==> src/pwr_seq_defs.svh <==
// Constants of the power, stop and reset sequencer.
// Assumes inclusion by the package and the sequencer module only.
`ifndef PWR_SEQ_DEFS_SVH
`define PWR_SEQ_DEFS_SVH
`define SW_RESET_KEY      8'hA5
`define WARMUP_CYCLES     16
`define WARMUP_CNT_W      5
`define EXT_INT_LINES     12
`define PORT_PINS         50
`define DEBUG_PIN_LO      6'd35
`define DEBUG_PIN_HI      6'd39
`endif

==> src/pwr_seq_pkg.sv <==
// Types of the power, stop and reset sequencer.
// Assumes pwr_seq_defs.svh is on the include path.
`include "pwr_seq_defs.svh"
package pwr_seq_pkg;
	typedef enum {MODE_RESET, MODE_RUN, MODE_STOP, MODE_BACKUP} pwr_mode_t;
	typedef struct packed {
		logic [`PORT_PINS-1:0] float_pin;
		logic [`PORT_PINS-1:0] input_block;
		logic [`PORT_PINS-1:0] pullup_off;
	} port_ctl_t;
	typedef struct packed {
		logic                      free_timer_match;
		logic                      usb_supply_detect;
		logic                      usb_interrupt;
		logic [`EXT_INT_LINES-1:0] ext_int;
	} wake_src_t;
endpackage : pwr_seq_pkg

==> src/pwr_seq.sv <==
// Chip-level sequencer choosing run, stop, back-up and reset states.
// Assumes supply comparators, reset pin and wake lines are asynchronous;
// CPU sleep, watchdog and key strobe come from logic on clk.
`timescale 1ns/100ps
`include "pwr_seq_defs.svh"
module pwr_seq
	import pwr_seq_pkg::*;
(
	// Clock and reset
	input  wire logic        clk,
	input  wire logic        rst,
	// Supply comparators and pin
	input  wire logic        low_voltage_ok,
	input  wire logic        power_on_ok,
	input  wire logic        external_reset_pin,
	// Reset causes from logic
	input  wire logic        watchdog_overflow,
	input  wire logic        key_write,
	input  wire logic [7:0]  software_reset_key,
	// CPU sleep request
	input  wire logic        wait_for_interrupt_instr,
	input  wire logic        wait_for_event_instr,
	input  wire logic        sleep_on_exit,
	input  wire logic        deep_sleep_select,
	// Wake sources
	input  wire wake_src_t   wake_src,
	// Outputs
	output logic             sys_reset,
	output logic             stop_mode,
	output logic             backup_mode,
	output logic             lvd_enable,
	output port_ctl_t        port_ctl
);

	function automatic logic is_debug_pin(input int idx);
		return (idx >= int'(`DEBUG_PIN_LO)) && (idx <= int'(`DEBUG_PIN_HI));
	endfunction : is_debug_pin

	// Two-flop synchronisers for asynchronous inputs
	localparam int SW = 3 + `EXT_INT_LINES + 3;
	logic [SW-1:0] sync1_q;
	logic [SW-1:0] sync2_q;
	always_ff @(posedge clk or posedge rst) begin
		if (rst) begin
			sync1_q <= '0;
			sync2_q <= '0;
		end else begin
			sync1_q <= {low_voltage_ok, power_on_ok, external_reset_pin, wake_src};
			sync2_q <= sync1_q;
		end
	end
	logic       lv_ok_s;
	logic       por_ok_s;
	logic       pin_s;
	wake_src_t  wake_s;
	assign {lv_ok_s, por_ok_s, pin_s, wake_s} = sync2_q;

	// Edge history
	logic lv_ok_prev_q;
	logic pin_prev_q;
	always_ff @(posedge clk or posedge rst) begin
		if (rst) begin
			lv_ok_prev_q <= 1'b0;
			pin_prev_q   <= 1'b0;
		end else begin
			lv_ok_prev_q <= lv_ok_s;
			pin_prev_q   <= pin_s;
		end
	end

	pwr_mode_t mode_q;
	pwr_mode_t mode_d;
	logic      lvd_on;
	assign lvd_on = (mode_q != MODE_STOP);

	logic lv_rise;
	logic pin_rise;
	logic sw_rst;
	logic wdt_rst;
	logic brownout;
	logic any_cause;
	logic sleep_req;
	logic stop_wake;
	assign lv_rise   = lvd_on && lv_ok_s && !lv_ok_prev_q;
	assign pin_rise  = pin_s && !pin_prev_q && lv_ok_s;
	assign sw_rst    = key_write && (software_reset_key == `SW_RESET_KEY);
	assign wdt_rst   = watchdog_overflow && (mode_q != MODE_BACKUP);
	assign brownout  = lvd_on && !lv_ok_s && por_ok_s;
	assign any_cause = lv_rise || pin_rise || sw_rst || wdt_rst || !por_ok_s;
	assign sleep_req = deep_sleep_select
	                && (wait_for_interrupt_instr || wait_for_event_instr || sleep_on_exit);
	assign stop_wake = (|wake_s.ext_int) || wake_s.free_timer_match
	                || wake_s.usb_supply_detect || wake_s.usb_interrupt;

	// Warm-up counter restarts while any cause stands
	logic [`WARMUP_CNT_W-1:0] warm_q;
	always_ff @(posedge clk or posedge rst) begin
		if (rst) begin
			warm_q <= '0;
		end else if (mode_q != MODE_RESET || any_cause) begin
			warm_q <= '0;
		end else if (warm_q != `WARMUP_CNT_W'(`WARMUP_CYCLES)) begin
			warm_q <= warm_q + `WARMUP_CNT_W'(1);
		end
	end

	always_comb begin
		mode_d = mode_q;
		case (mode_q)
			MODE_RESET: begin
				if (brownout) begin
					mode_d = MODE_BACKUP;
				end else if (!any_cause && warm_q == `WARMUP_CNT_W'(`WARMUP_CYCLES)) begin
					mode_d = MODE_RUN;
				end
			end
			MODE_RUN: begin
				if (brownout) begin
					mode_d = MODE_BACKUP;
				end else if (any_cause) begin
					mode_d = MODE_RESET;
				end else if (sleep_req) begin
					mode_d = MODE_STOP;
				end
			end
			MODE_STOP: begin
				if (pin_rise || !por_ok_s || sw_rst || wdt_rst) begin
					mode_d = MODE_RESET;
				end else if (stop_wake) begin
					mode_d = lv_ok_s ? MODE_RUN : MODE_BACKUP;
				end
			end
			MODE_BACKUP: begin
				if (!por_ok_s || lv_rise) begin
					mode_d = MODE_RESET;
				end
			end
			default: mode_d = MODE_RESET;
		endcase
	end

	always_ff @(posedge clk or posedge rst) begin
		if (rst) begin
			mode_q <= MODE_RESET;
		end else begin
			mode_q <= mode_d;
		end
	end

	// Registered outputs, from next state so they align with mode_q
	port_ctl_t ctl_d;
	always_comb begin
		ctl_d = port_ctl;
		for (int i = 0; i < `PORT_PINS; i++) begin
			if (mode_d == MODE_BACKUP) begin
				ctl_d.float_pin[i]   = !is_debug_pin(i);
				ctl_d.input_block[i] = !is_debug_pin(i);
				ctl_d.pullup_off[i]  = !is_debug_pin(i);
			end else if (mode_d == MODE_RESET) begin
				ctl_d.float_pin[i]   = !is_debug_pin(i);
				ctl_d.input_block[i] = 1'b0;
				ctl_d.pullup_off[i]  = !is_debug_pin(i);
			end else if (mode_d == MODE_RUN) begin
				ctl_d.float_pin[i]   = 1'b0;
				ctl_d.input_block[i] = 1'b0;
				ctl_d.pullup_off[i]  = 1'b0;
			end
		end
	end

	always_ff @(posedge clk or posedge rst) begin
		if (rst) begin
			sys_reset   <= 1'b1;
			stop_mode   <= 1'b0;
			backup_mode <= 1'b0;
			lvd_enable  <= 1'b1;
			port_ctl    <= '1;
		end else begin
			sys_reset   <= (mode_d == MODE_RESET) || (mode_d == MODE_BACKUP);
			stop_mode   <= (mode_d == MODE_STOP);
			backup_mode <= (mode_d == MODE_BACKUP);
			lvd_enable  <= (mode_d != MODE_STOP);
			port_ctl    <= ctl_d;
		end
	end

endmodule : pwr_seq

==> config.mk <==
export PLATFORM = sky130hd
export DESIGN_NAME = pwr_seq
export DESIGN_NICKNAME = d
export VERILOG_FILES = /design/src/pwr_seq_pkg.sv /design/src/pwr_seq.sv
export VERILOG_INCLUDE_DIRS = /design/src
export SDC_FILE = /design/constraint.sdc
export NUM_CORES = 1
export LEC_CHECK = 0
export BUFFER_PORTS_ARGS = -buffer_cell sky130_fd_sc_hd__buf_4
export CELL_PAD_IN_SITES_DETAIL_PLACEMENT = 1
export CELL_PAD_IN_SITES_GLOBAL_PLACEMENT = 2
export CORE_UTILIZATION = 29
export DETAILED_ROUTE_END_ITERATION = 8
export GPL_TIMING_DRIVEN = 0
export PLACE_DENSITY_LB_ADDON = 0.1
export SYNTH_ARGS = -nofsm -noshare
export SYNTH_HDL_FRONTEND = slang
export SYNTH_SLANG_ARGS = --single-unit
==> constraint.sdc <==
create_clock -name clk -period 5.55 [get_ports clk]
set_input_delay 0.555 -clock clk [delete_from_list [all_inputs] [get_ports clk]]
set_output_delay 0.555 -clock clk [all_outputs]
set_load 0.02 [all_outputs]
==> metrics <==
Via density=3.670; cts hold-fix bufs=0; die width=115.1 µm; Top Ports=188; GR Util All Layers=0.1288; die area=0.01324 mm²; starting density of the core=0.3024; synth-to-layout area growth=55.13%; CTS resizes=0; data required time of the critical path=4990 ps; final wirelength=8560 µm; WL per Instance=12.07 µm; Worst-Skew Late Latency=330 ps; ant diodes=0; Peak VDD IR=0.2687 mV; DR top layer=met4; slack of the worst reg-to-reg path=3470 ps; EDFF count, synth=0; Final ANT Viol Nets=0; core area=0.01226 mm²; Max-slew headroom=0.5121; Syn Inst Count=308; DRC violations left=0; Clock Pin Slew Worst Setup and Hold Paths=60 ps; power per cell area=213.1 mW/mm²; crit path max fanout=91; H-tree level count=3; number of CTS-inserted buffers=9; largest net degree at the start of global routing=92; DRT iter0 DRCs=91; Yosys top cell area share=0.5196; Final nets=572; kind of critical path=reg2out; Seq/Total Area, Yosys=0.5550; final hold violation count=0; Synth Register Bits=82; number of global-route vias before repair=2498; CTS tree=yes; Final period util=0.4262; Placer Congestion=0.7107; std cell rows=40; CP Capture Type=output pin; PortBufs=187; met2 WL=4801 µm; MaxCap Viol Count=0; die height=115.1 µm; top-count cell post-synth=buf_4; Synth area leader=dfrtp_1; setup repair after global routing missed its margin=no; Yosys warnings=0; setup TNS=0 ps; r2r worst-path depth=7; post-route insts no fill=709; max-slew violations=0; Min-Delay Path Class=in2async; Final min period=2365 ps; FILL cells=1371; Root Driver=clkbuf_16; Remaining Overflow, GRT=0; synth unique cells=43; Primary FF master, synth=dfrtp_1; # Post-CTS Setup Buffers=0; syn_area_per_cell=12.04 µm²; status=finished clean; commonest cells in the netlist=buf_4, dfrtp_1, nor2_1; Worst Setup Start Kind=flop; Initial DRT Pass Iterations=3; CP arrival=1810 ps; layout cells sized above 1=0.6747; # placed instances=693; Clock Skew=6.184 ps; met3 routed WL=527 µm; FMAX=422.8 MHz; initial antenna violation count=0; Setup Viol. Count Final=0; Setup crit start=port_ctl[34]; Post-DP HPWL=6656 µm; Post-synth ARST share=1.000; RR Startpoint=warm_q[0]; Slew @ Worst Pin=731.9 ps; ranking of synthesized cells by area=dfrtp_1, buf_4, dfstp_2, nor4_1, nor2_1; placed cell areas=0.005461 mm²; Design Area, Final=0.005753 mm²; Vias=2602; CTS max path bufs=2; routed metal-1 wirelength=3137 µm; Syn Std Cell Area=0.003709 mm²; first-pass GRT wire length=12790 µm; total leakage power=2.945 nW; r2r endpoint=port_ctl[84]; Clock Sinks=82
registers in the layout (all words and copies together), names as in the netlist:
| signal | count |
|---|---|
| lv_ok_prev_q | 1 |
| pin_prev_q | 1 |
| backup_mode | 1 |
| stop_mode | 1 |
| sync2_q | 18 |
| sys_reset | 1 |
| mode_q | 32 |
| port_ctl | 3 |
| lvd_enable | 1 |
| warm_q | 5 |
| sync1_q | 18 |
cell usage in the layout (no fill, tap or decap), types with 3 or more instances in the layout:
cell	count
clkbuf_16	9
conb_1	30
dfrtp_1	77
buf_4	334
nor3_1	3
inv_1	6
nor2_1	8
and4_1	3
dfstp_2	4
nor4_1	7
nand3_1	5
worst max-delay path, cell delays in order, from the launching register on:
cell	delay, ps
dfstp_4	1100
buf_4	220
buf_4	140
worst max-delay path by stage:
stage / cells after the start / slack [ps] / end
after floorplan: 1 / 2890 / backup_mode
after global placement: 2 / 2150 / stop_mode
final: 2 / 3180 / port_ctl[116]
after global routing: 2 / 3070 / port_ctl[116]
after CTS: 2 / 2680 / port_ctl[116]
after detailed placement: 2 / 3050 / port_ctl[116]
per-stage QoR:
step	hold WS, ps	power (mW)	util	setup slack, ps
after floorplan	331.2	0.6582	-	2895
after global placement	332.9	0.6819	0.4430	2145
after detailed placement	335.8	0.6870	0.4454	3052
after CTS	91.87	1.247	0.4689	2683
after global routing	98.50	1.277	0.4692	3075
final	103.2	1.226	0.4692	3185
cell families after synthesis:
| kind of cell | Yosys count | share of synthesized area |
|---|---|---|
| adder cells (fa/ha/maj) | 2 | 0.006747 |
| other | 1 | 0.001011 |
| AND/OR/NAND/NOR | 50 | 0.09278 |
| buffers and inverters | 154 | 0.3047 |
| AO/OA/AOI/OAI | 14 | 0.02767 |
| flip-flops | 82 | 0.5550 |
| multiplexers | 1 | 0.002699 |
| XOR/XNOR | 4 | 0.009448 |
layout make-up:
cell class	count	area (µm²)	area share
Sequential cell	82	2062	0.3584
Timing Repair Buffer	188	1431	0.2488
Buffer	147	1104	0.1918
Multi-Input combinational cell	101	629.4	0.1094
Clock buffer	10	239.0	0.04154
Tap cell	168	210.2	0.03654
Clock inverter	6	48.80	0.008482
Inverter	7	28.78	0.005002
metal layers:
layer	GRT usage	vias up
met2	0.2446	83
met3	0.03690	9
met5	0	-
met1	0.1362	1222
li1	-	1288
met4	0.04156	0
where the power goes:
group,internal (mW),leakage (nW),switching (mW),total (mW)
Combinational,0.0209,1.84,0.0218,0.0427
Clock,0.319,0.137,0.232,0.551
Sequential,0.623,0.970,0.00904,0.632
(Power assumes the default switching activity.)
